$ cat src/common/pipe_xfer_pkg.sv
// types and constants shared by the service pipe transfer logic
package pipe_xfer_pkg;

    localparam int NPIPE = 8;
    localparam int PIPE_W = 3;
    localparam int DATA_W = 8;
    localparam int ADDR_W = 8;
    localparam int REG_W = 16;

    localparam logic [ADDR_W-1:0] ADDR_CTRL = 8'h00;
    localparam logic [ADDR_W-1:0] ADDR_STATUS = 8'h04;
    localparam logic [ADDR_W-1:0] ADDR_CFG0 = 8'h08;

    localparam int CTRL_ADV_CONN_BIT = 0;
    localparam int STATUS_CONN_BIT = 8;
    localparam int STATUS_BUSY_BIT = 9;
    localparam int CCCD_NOTIFY_BIT = 0;
    localparam int CCCD_INDICATE_BIT = 1;

    localparam logic CTRL_ADV_CONN_RST = 1'b0;

    typedef enum logic [1:0] {
        ACK_NONE = 2'h0,
        ACK_HOST = 2'h1,
        ACK_AUTO = 2'h2
    } ack_mode_t;

    // register layout of one pipe entry: [5] bcast [4] remote [3] rx [2:1] ack [0] req
    typedef struct packed {
        logic bcast;
        logic remote;
        logic rx;
        ack_mode_t ack;
        logic req;
    } pipe_cfg_t;

    localparam pipe_cfg_t CFG_RST = 6'h00;

    typedef enum logic [1:0] {
        CMD_NONE = 2'h0,
        CMD_SEND = 2'h1,
        CMD_HOST_ACK = 2'h2,
        CMD_REQUEST = 2'h3
    } host_op_t;

    typedef enum logic [3:0] {
        PO_NONE = 4'h0,
        PO_NOTIFY = 4'h1,
        PO_INDICATE = 4'h2,
        PO_WRITE_CMD = 4'h3,
        PO_WRITE_REQ = 4'h4,
        PO_READ_REQ = 4'h5,
        PO_WRITE_RSP = 4'h6,
        PO_CONFIRM = 4'h7,
        PO_ADV_CONN = 4'h8,
        PO_ADV_NONCONN = 4'h9
    } peer_out_op_t;

    typedef enum logic [3:0] {
        PI_NONE = 4'h0,
        PI_WRITE_CMD = 4'h1,
        PI_WRITE_REQ = 4'h2,
        PI_NOTIFY = 4'h3,
        PI_INDICATE = 4'h4,
        PI_READ_RSP = 4'h5,
        PI_CONFIRM = 4'h6,
        PI_WRITE_RSP = 4'h7,
        PI_CCCD_WRITE = 4'h8,
        PI_ERROR = 4'h9
    } peer_in_op_t;

    typedef enum logic [2:0] {
        EV_NONE = 3'h0,
        EV_PEER_ACK = 3'h1,
        EV_PIPE_AVAIL = 3'h2,
        EV_LINK_LOST = 3'h3,
        EV_PIPE_FAULT = 3'h4,
        EV_INBOUND = 3'h5
    } evt_code_t;

    localparam logic [DATA_W-1:0] FAULT_CLOSED = 8'h01;
    localparam logic [DATA_W-1:0] FAULT_BAD_CFG = 8'h02;
    localparam logic [DATA_W-1:0] FAULT_PEER = 8'h03;
    localparam logic [DATA_W-1:0] FAULT_NO_PENDING = 8'h04;

    typedef struct packed {
        logic valid;
        host_op_t op;
        logic [PIPE_W-1:0] pipe;
        logic [DATA_W-1:0] data;
    } host_cmd_t;

    typedef struct packed {
        logic valid;
        evt_code_t code;
        logic [PIPE_W-1:0] pipe;
        logic [DATA_W-1:0] data;
        logic [NPIPE-1:0] bitmap;
    } host_evt_t;

    typedef struct packed {
        logic valid;
        peer_out_op_t op;
        logic [PIPE_W-1:0] pipe;
        logic [DATA_W-1:0] data;
    } peer_out_t;

    typedef struct packed {
        logic valid;
        peer_in_op_t op;
        logic [PIPE_W-1:0] pipe;
        logic [DATA_W-1:0] data;
    } peer_in_t;

    typedef struct packed {
        logic wr;
        logic rd;
        logic [ADDR_W-1:0] addr;
        logic [REG_W-1:0] wdata;
    } reg_req_t;

endpackage

$ cat src/logic/service_pipe_transfer_logic.sv
// per-pipe transfer engine between host command port and peer link
//
// Operation
// move data only on open pipes while connected; broadcast pipes send with no open or link check
// peer acknowledgment raises peer ack event
// local unacked transmit sends notification
// local acked transmit indicates, confirm gives ack
// remote unacked transmit writes without response
// remote acked transmit writes, response gives ack
// broadcast pipe data goes into advertising
// host avoids acked then unacked remote sends
// local transmit pipes open only by peer
// notify bit opens, indicate bit opens/closes
// peer-opened pipe appears in open bitmap
// connection loss reports link lost event
// transfer failure reports pipe fault event
// peer data reaches host as inbound event
// host acks each host-ack inbound event
// auto-ack receive pipes acknowledge without host
// read request only on request-enabled pipes
// host ack on local pipe sends write response
// local auto-ack answers write, still reports payload
// remote unacked receive delivers each notification
// host ack on remote pipe sends confirmation
// remote auto-ack confirms indication, reports value
// request pipe reads peer, reports returned data
// static per-pipe entry selects peer operation
`timescale 1ns/100ps

module service_pipe_transfer_logic
(
    // clock and reset
    input wire logic clk_sys,
    input wire logic rst_n,
    // register port
    input wire pipe_xfer_pkg::reg_req_t reg_req,
    output logic [pipe_xfer_pkg::REG_W-1:0] reg_rdata,
    // host command interface
    input wire pipe_xfer_pkg::host_cmd_t host_cmd,
    output logic host_cmd_taken,
    output pipe_xfer_pkg::host_evt_t host_evt,
    // peer link
    input wire logic link_up,
    input wire pipe_xfer_pkg::peer_in_t peer_in,
    output pipe_xfer_pkg::peer_out_t peer_out
);
    import pipe_xfer_pkg::*;

    typedef enum logic [1:0] {
        ST_IDLE,
        ST_WAIT_ACK,
        ST_WAIT_READ
    } state_t;

    typedef struct packed {
        state_t state;
        pipe_cfg_t [NPIPE-1:0] cfg;
        logic [NPIPE-1:0] cccd;
        logic [NPIPE-1:0] pend;
        logic [NPIPE-1:0] rep;
        logic conn;
        logic adv_conn;
        logic [PIPE_W-1:0] wait_pipe;
        logic cmd_taken;
        host_evt_t evt;
        peer_out_t pdu;
        logic [REG_W-1:0] rdata;
    } core_t;

    core_t s_q;
    core_t s_d;
    logic [NPIPE-1:0] open_now;
    logic lost;
    logic cfg_hit;
    logic [PIPE_W-1:0] cfg_idx;
    pipe_cfg_t pc;
    pipe_cfg_t hc;

    // decode of the per-pipe entry window, shared by reads and writes
    function automatic logic cfg_sel(input logic [ADDR_W-1:0] a, output logic [PIPE_W-1:0] idx);
        logic [ADDR_W-1:0] off;
        off = a - ADDR_CFG0;
        idx = off[2 +: PIPE_W];
        cfg_sel = (a >= ADDR_CFG0) && (off[1:0] == 2'h0) && (off[ADDR_W-1:2] < ADDR_W'(NPIPE));
    endfunction

    // remote and receive pipes count open once connected; service discovery sits elsewhere
    function automatic logic [NPIPE-1:0] open_map(input core_t q);
        logic [NPIPE-1:0] m;
        m = '0;
        for (int i = 0; i < NPIPE; i++)
        begin
            if (!q.cfg[i].bcast && q.conn)
            begin
                if (!q.cfg[i].remote && !q.cfg[i].rx)
                begin
                    m[i] = q.cccd[i];
                end
                else
                begin
                    m[i] = 1'b1;
                end
            end
        end
        open_map = m;
    endfunction

    function automatic host_evt_t mk_evt(input evt_code_t c, input logic [PIPE_W-1:0] p,
                                         input logic [DATA_W-1:0] d, input logic [NPIPE-1:0] b);
        mk_evt.valid = 1'b1;
        mk_evt.code = c;
        mk_evt.pipe = p;
        mk_evt.data = d;
        mk_evt.bitmap = b;
    endfunction

    function automatic peer_out_t mk_pdu(input peer_out_op_t o, input logic [PIPE_W-1:0] p,
                                         input logic [DATA_W-1:0] d);
        mk_pdu.valid = 1'b1;
        mk_pdu.op = o;
        mk_pdu.pipe = p;
        mk_pdu.data = d;
    endfunction

    always_comb
    begin
        s_d = s_q;
        s_d.evt.valid = 1'b0;
        s_d.pdu.valid = 1'b0;
        s_d.cmd_taken = 1'b0;
        s_d.conn = link_up;
        open_now = open_map(s_q);
        lost = s_q.conn && !link_up;
        pc = s_q.cfg[peer_in.pipe];
        hc = s_q.cfg[host_cmd.pipe];
        cfg_hit = cfg_sel(reg_req.addr, cfg_idx);

        if (lost)
        begin
            // the link is gone: any pending transfer dies with it
            s_d.evt = mk_evt(EV_LINK_LOST, s_q.wait_pipe, 8'h00, '0);
            s_d.state = ST_IDLE;
            s_d.cccd = '0;
            s_d.pend = '0;
        end
        else if (peer_in.valid)
        begin
            case (peer_in.op)
                PI_WRITE_CMD, PI_WRITE_REQ, PI_NOTIFY, PI_INDICATE:
                begin
                    // receive errors are never reported; mismatched traffic is dropped
                    if (open_now[peer_in.pipe] && pc.rx && !pc.req
                        && (pc.remote == (peer_in.op == PI_NOTIFY || peer_in.op == PI_INDICATE))
                        && ((pc.ack == ACK_NONE) == (peer_in.op == PI_WRITE_CMD || peer_in.op == PI_NOTIFY)))
                    begin
                        s_d.evt = mk_evt(EV_INBOUND, peer_in.pipe, peer_in.data, '0);
                        if (pc.ack == ACK_AUTO)
                        begin
                            s_d.pdu = mk_pdu(pc.remote ? PO_CONFIRM : PO_WRITE_RSP,
                                             peer_in.pipe, 8'h00);
                        end
                        else if (pc.ack == ACK_HOST)
                        begin
                            s_d.pend[peer_in.pipe] = 1'b1;
                        end
                    end
                end
                PI_CCCD_WRITE:
                begin
                    if (!pc.bcast && !pc.remote && !pc.rx)
                    begin
                        if (pc.ack == ACK_NONE)
                        begin
                            s_d.cccd[peer_in.pipe] = peer_in.data[CCCD_NOTIFY_BIT];
                        end
                        else
                        begin
                            s_d.cccd[peer_in.pipe] = peer_in.data[CCCD_INDICATE_BIT];
                        end
                    end
                end
                PI_CONFIRM, PI_WRITE_RSP:
                begin
                    if (s_q.state == ST_WAIT_ACK && peer_in.pipe == s_q.wait_pipe
                        && s_q.cfg[s_q.wait_pipe].remote == (peer_in.op == PI_WRITE_RSP))
                    begin
                        s_d.evt = mk_evt(EV_PEER_ACK, s_q.wait_pipe, 8'h00, '0);
                        s_d.state = ST_IDLE;
                    end
                end
                PI_READ_RSP:
                begin
                    if (s_q.state == ST_WAIT_READ && peer_in.pipe == s_q.wait_pipe)
                    begin
                        s_d.evt = mk_evt(EV_INBOUND, s_q.wait_pipe, peer_in.data, '0);
                        s_d.state = ST_IDLE;
                    end
                end
                PI_ERROR:
                begin
                    if (s_q.state != ST_IDLE)
                    begin
                        s_d.evt = mk_evt(EV_PIPE_FAULT, s_q.wait_pipe, FAULT_PEER, '0);
                        s_d.state = ST_IDLE;
                    end
                end
                default:
                begin
                end
            endcase
        end
        // peer traffic wins the cycle; the host keeps its command up and retries
        else if (host_cmd.valid && !s_q.cmd_taken && s_q.state == ST_IDLE)
        begin
            s_d.cmd_taken = 1'b1;
            s_d.wait_pipe = host_cmd.pipe;
            case (host_cmd.op)
                CMD_SEND:
                begin
                    if (hc.rx)
                    begin
                        s_d.evt = mk_evt(EV_PIPE_FAULT, host_cmd.pipe, FAULT_BAD_CFG, '0);
                    end
                    else if (hc.bcast)
                    begin
                        s_d.pdu = mk_pdu(s_q.adv_conn ? PO_ADV_CONN : PO_ADV_NONCONN,
                                         host_cmd.pipe, host_cmd.data);
                    end
                    else if (!open_now[host_cmd.pipe])
                    begin
                        s_d.evt = mk_evt(EV_PIPE_FAULT, host_cmd.pipe, FAULT_CLOSED, '0);
                    end
                    else if (hc.ack == ACK_NONE)
                    begin
                        s_d.pdu = mk_pdu(hc.remote ? PO_WRITE_CMD : PO_NOTIFY,
                                         host_cmd.pipe, host_cmd.data);
                    end
                    else
                    begin
                        s_d.pdu = mk_pdu(hc.remote ? PO_WRITE_REQ : PO_INDICATE,
                                         host_cmd.pipe, host_cmd.data);
                        s_d.state = ST_WAIT_ACK;
                    end
                end
                CMD_HOST_ACK:
                begin
                    if (hc.rx && hc.ack == ACK_HOST && s_q.pend[host_cmd.pipe])
                    begin
                        s_d.pdu = mk_pdu(hc.remote ? PO_CONFIRM : PO_WRITE_RSP,
                                         host_cmd.pipe, 8'h00);
                        s_d.pend[host_cmd.pipe] = 1'b0;
                    end
                    else
                    begin
                        s_d.evt = mk_evt(EV_PIPE_FAULT, host_cmd.pipe, FAULT_NO_PENDING, '0);
                    end
                end
                CMD_REQUEST:
                begin
                    if (!(hc.rx && hc.remote && hc.req))
                    begin
                        s_d.evt = mk_evt(EV_PIPE_FAULT, host_cmd.pipe, FAULT_BAD_CFG, '0);
                    end
                    else if (!open_now[host_cmd.pipe])
                    begin
                        s_d.evt = mk_evt(EV_PIPE_FAULT, host_cmd.pipe, FAULT_CLOSED, '0);
                    end
                    else
                    begin
                        s_d.pdu = mk_pdu(PO_READ_REQ, host_cmd.pipe, 8'h00);
                        s_d.state = ST_WAIT_READ;
                    end
                end
                default:
                begin
                    s_d.evt = mk_evt(EV_PIPE_FAULT, host_cmd.pipe, FAULT_BAD_CFG, '0);
                end
            endcase
        end

        // availability is reported in the first cycle free of other events
        if (!s_d.evt.valid && open_now != s_q.rep)
        begin
            s_d.evt = mk_evt(EV_PIPE_AVAIL, '0, 8'h00, open_now);
            s_d.rep = open_now;
        end

        // pipe entries are static: writes are ignored while connected
        if (reg_req.wr)
        begin
            if (reg_req.addr == ADDR_CTRL)
            begin
                s_d.adv_conn = reg_req.wdata[CTRL_ADV_CONN_BIT];
            end
            else if (cfg_hit && !s_q.conn)
            begin
                s_d.cfg[cfg_idx] = reg_req.wdata[$bits(pipe_cfg_t)-1:0];
            end
        end

        s_d.rdata = '0;
        if (reg_req.rd)
        begin
            if (reg_req.addr == ADDR_CTRL)
            begin
                s_d.rdata[CTRL_ADV_CONN_BIT] = s_q.adv_conn;
            end
            else if (reg_req.addr == ADDR_STATUS)
            begin
                s_d.rdata[NPIPE-1:0] = s_q.rep;
                s_d.rdata[STATUS_CONN_BIT] = s_q.conn;
                s_d.rdata[STATUS_BUSY_BIT] = (s_q.state != ST_IDLE);
            end
            else if (cfg_hit)
            begin
                s_d.rdata[$bits(pipe_cfg_t)-1:0] = s_q.cfg[cfg_idx];
            end
        end
    end

    always_ff @(posedge clk_sys)
    begin
        if (!rst_n)
        begin
            s_q <= '0;
            s_q.state <= ST_IDLE;
            s_q.cfg <= {NPIPE{CFG_RST}};
            s_q.adv_conn <= CTRL_ADV_CONN_RST;
        end
        else
        begin
            s_q <= s_d;
        end
    end

    assign reg_rdata = s_q.rdata;
    assign host_cmd_taken = s_q.cmd_taken;
    assign host_evt = s_q.evt;
    assign peer_out = s_q.pdu;

endmodule

$ cat config.mk
export PLATFORM = sky130hd
export DESIGN_NAME = service_pipe_transfer_logic
export DESIGN_NICKNAME = d
export VERILOG_FILES = /design/src/common/pipe_xfer_pkg.sv /design/src/logic/service_pipe_transfer_logic.sv
export SDC_FILE = /design/constraint.sdc
export NUM_CORES = 1
export LEC_CHECK = 0
export BUFFER_PORTS_ARGS = -buffer_cell sky130_fd_sc_hd__buf_2
export CAP_MARGIN = 5
export CORE_ASPECT_RATIO = 0.7
export CORE_UTILIZATION = 55
export CTS_BUF_LIST = sky130_fd_sc_hd__clkbuf_2
export DETAILED_ROUTE_END_ITERATION = 6
export GPL_ROUTABILITY_DRIVEN = 0
export GPL_TIMING_DRIVEN = 0
export PLACE_DENSITY = 0.77
export SLEW_MARGIN = 5
export SYNTH_ARGS = -nofsm -noshare
export SYNTH_HDL_FRONTEND = slang
export SYNTH_SLANG_ARGS = --single-unit
$ cat constraint.sdc
create_clock -name clk_sys -period 9.16 [get_ports clk_sys]
set_input_delay 0.916 -clock clk_sys [delete_from_list [all_inputs] [get_ports clk_sys]]
set_output_delay 0.916 -clock clk_sys [all_outputs]
set_load 0.01 [all_outputs]
==> results by group <==
Routing
  – Initial drt markers: 1272
  – Post-route ant nets: 0
  – First-pass DRT Iterations: 7
  – Wire per inst: 20.1 um
  – Drt total wl: 26.3 mm
  – DRC: 0
  – Via density: 6.33
  – Via total after detailed routing: 8259

Clock network
  – Post-cts hold buffer count: 0
  – Clock root buffer: clkbuf_2
  – Clock net sink count: 129
  – CTS tree: built
  – CTS Buffer Depth: 2
  – Worst skew pair latency: 0.73 ns
  – CTS buffer count: 17
  – Clock slew at reported path FFs: 0.19 ns
  – Htree depth: 4
  – Post-cts sizing count: 0
  – Post-CTS Setup Inserts: 0

GRT
  – Remaining global-route overflow: 0
  – First-pass GRT wire length: 40.7 mm
  – Antenna violations before repair: 1
  – Number of global-route vias before repair: 7321
  – Largest net degree at the start of global routing: 17
  – All-layer global routing usage: 34.4%

Final layout
  – Area delta synth->final: 11.5%
  – # diodes: 0
  – Final #Nets: 1171
  – Final Cell Area: 9120 um2
  – Reg area: 2580 um2
  – Layout fillers: 1264
  – Ratio of cells with drive above 1 in the final layout: 22.2%
  – Area occupied by multi-input gates: 4790 um2

STA
  – Worst-Margin Slew: 1.21 ns
  – Max-slew violations: 0
  – Fin crit share: 43.2%
  – Minimum clock period: 3.96 ns
  – Unrepaired setup endpoints after global routing: no
  – Clock skew: 0.0376 ns
  – Top achievable clock speed: 0.253 GHz
  – Setup TNS: 0 ns
  – Endpoints failing hold: 0
  – Rel. slew slack: 18.8%
  – # setup viols final: 0

Place
  – Post-DP HPWL: 19.9 mm
  – Placed Area: 8860 um2
  – Port buffer count: 84

Pwr
  – Leakage: 3.53 nW
  – Pint: 0.780 mW
  – Net Sw Power: 0.343 mW
  – Sw Ratio: 30.6%
  – Part of the power in the clock network: 34.3%
  – Peak supply drop: 70.2 uV
  – Part of the power in registers: 50.9%
  – Pwr per Cell Area: 123 nW/um2
  – Combinational share of power: 14.8%

Worst setup path
  – Arr. time, crit path: 4.62 ns
  – Delay-heaviest family, CP: buffers and inverters
  – Crit-path most repeated cell: clkbuf_1
  – Critical path peak fanout: 10
  – Critical Path RT: 9.82 ns
  – Slowest CP cell: nor4_2
  – Crit-path max cell delay: 0.93 ns
  – R2r setup slk: 5.22 ns
  – Critical path buffers and inverters: 5
  – Worst setup EP type: flip-flop
  – Cell Chain, Critical Path: buf_2, clkbuf_1, buf_1, inv_1, ha_1, o31ai_1, nand2_1, nor4_2, clkbuf_1, nand3_1, a21oi_1
  – CP Launch Type: primary input
  – WS Path Type: in2reg

Min path
  – HP Class: in2reg

Synthesis
  – Simple-gate portion of the synthesized area: 23.9%
  – Yosys warnings: 0
  – Mux contribution to synthesized area: 11.8%
  – Syn avg cell area: 8.23 um2
  – Post-Synth Adder-Cell Area: 1.53%
  – Main combinational cell family by area after synthesis: simple AND/OR/NAND/NOR gates
  – Asr flop ratio synth: 0%
  – Main synth FF type: dfxtp_1
  – Seq/Total Area, Yosys: 31.6%
  – EDFF count, synth: 0
  – Synth Area in XOR/XNOR: 0.750%
  – Post-synthesis instance total: 994
  – Synth Cell Area: 8180 um2
  – Compound-Gate Fraction of Synth Area: 20.3%
  – FF+latch count, synth: 129
  – Yosys cell types: 80

Die
  – Row count: 36
  – I/O pins: 115
  – Core Region: 14200 um2
  – Die area: 15400 um2
  – Die Width: 148 um
  – Die height: 104 um
  – Initial core utilization: 57.5%

Run status
  – Outcome: complete, no violations

Job
  – Max cap viols: 0
final timing paths:
check	cells after the start	endpoint	from
worst max-delay path	11	s_q[114]$_SDFFE_PN0P_	reg_req[19]
worst min-delay path	3	host_evt[13]$_SDFFE_PP0P_	peer_in[5]
worst max register to register	9	host_evt[8]$_SDFFE_PP0P_	s_q[95]$_SDFFE_PN0P_
worst min register to register	2	host_evt[10]$_SDFFE_PP0P_	host_evt[10]$_SDFFE_PP0P_
cell usage after synthesis (all sizes together), types with 4 or more instances:
master  instances  share of area [%]
dfxtp         129                 32
nand2          98                4.5
a21oi          97                6.0
nand3          90                5.6
buf            84                7.3
nor2           68                3.2
clkbuf         42                1.9
nor3           38                2.4
o21ai          38                2.3
mux2i          37                4.5
mux4           25                6.9
a22oi          22                2.0
inv            20               0.92
a211oi         15                1.6
nand2b         15                1.1
and2           14                1.1
a21o           11                1.0
nor2b          11               0.93
ha             10                1.5
a221oi          9               0.96
o21a            9               0.83
or2             9               0.69
or3             9               0.69
nand3b          8               0.73
a31oi           5               0.38
and3            5               0.38
nand4           5               0.46
o31ai           5               0.46
a22o            4               0.43
nor3b           4               0.37
nor4            4               0.46
nor4b           4               0.43
o41ai           4               0.93
xor2            4               0.43
stage by stage:
step	total power [mW]	hold slack (ns)	cells	setup WS (ns)	util (%)
detailed placement	0.742	0.448	1273	4.42	62.2
finish	1.12	0.415	1305	5.20	64.1
CTS	1.12	0.360	1305	5.16	64.0
global route	1.16	0.386	1305	4.84	64.1
floorplan	0.693	0.428	999	5.51	-
global placement	0.741	0.435	1273	4.39	62.2
kinds of logic after synthesis:
| logic type | count (synthesis) |
|---|---|
| AND/OR/NAND/NOR | 390 |
| AO/OA/AOI/OAI | 246 |
| buffers and inverters | 146 |
| flip-flops | 129 |
| multiplexers | 65 |
| adder cells (fa/ha/maj) | 10 |
| XOR/XNOR | 7 |
| other | 1 |
per-layer routing:
metal	GRT usage, %	part of all wire (%)	up-vias
met1	49.2	42	3789
met4	11.3	2.9	2
met2	44.9	38	619
met3	15.6	17	83
li1	-	-	3766
met5	0	0.034	-
cell usage in the layout, fill, tap and decap left out, drive strengths merged, types with 15 or more instances in the layout:
cell      n
dfxtp   129
mux4     25
clkbuf   61
o21ai    38
inv      21
a22oi    22
nor2     68
a211oi   15
nand2    98
nand2b   15
a21oi    97
nor3     38
mux2i    37
nand3    90
buf     168
sequential cells by signal, indices dropped and copies added (netlist names):
name            cells
host_cmd_taken      1
host_evt           23
peer_out           16
reg_rdata          10
s_q                79
power groups by stage:
stage | Clock, mW | Sequential, mW | Combinational [mW]
after detailed placement | 0 | 0.582 | 0.160
final | 0.385 | 0.571 | 0.166
after CTS | 0.391 | 0.571 | 0.161
after global routing | 0.413 | 0.573 | 0.177
after global placement | 0 | 0.582 | 0.158
after floorplan | 0 | 0.581 | 0.112
final cells by class:
type	instances	area share, %
clock inverters	13	1.78
inverters	20	0.823
clock buffers	19	1.04
repair buffers	84	4.61
plain buffers	126	8.23
well taps	190	2.61
flip-flops and latches	129	28.3
multi-input cells	724	52.6
worst register-to-register path: stages (launching register included):
cell      delay, ns
dfxtp_1        0.48
nor3_1         0.97
nor2_1         0.15
a221oi_1       0.35
a211oi_1       0.14
o41ai_2        0.68
o41ai_4        0.18
nor2_2         0.36
nand3_2        0.28
a311oi_1       0.29
(Power assumes the default switching activity.)
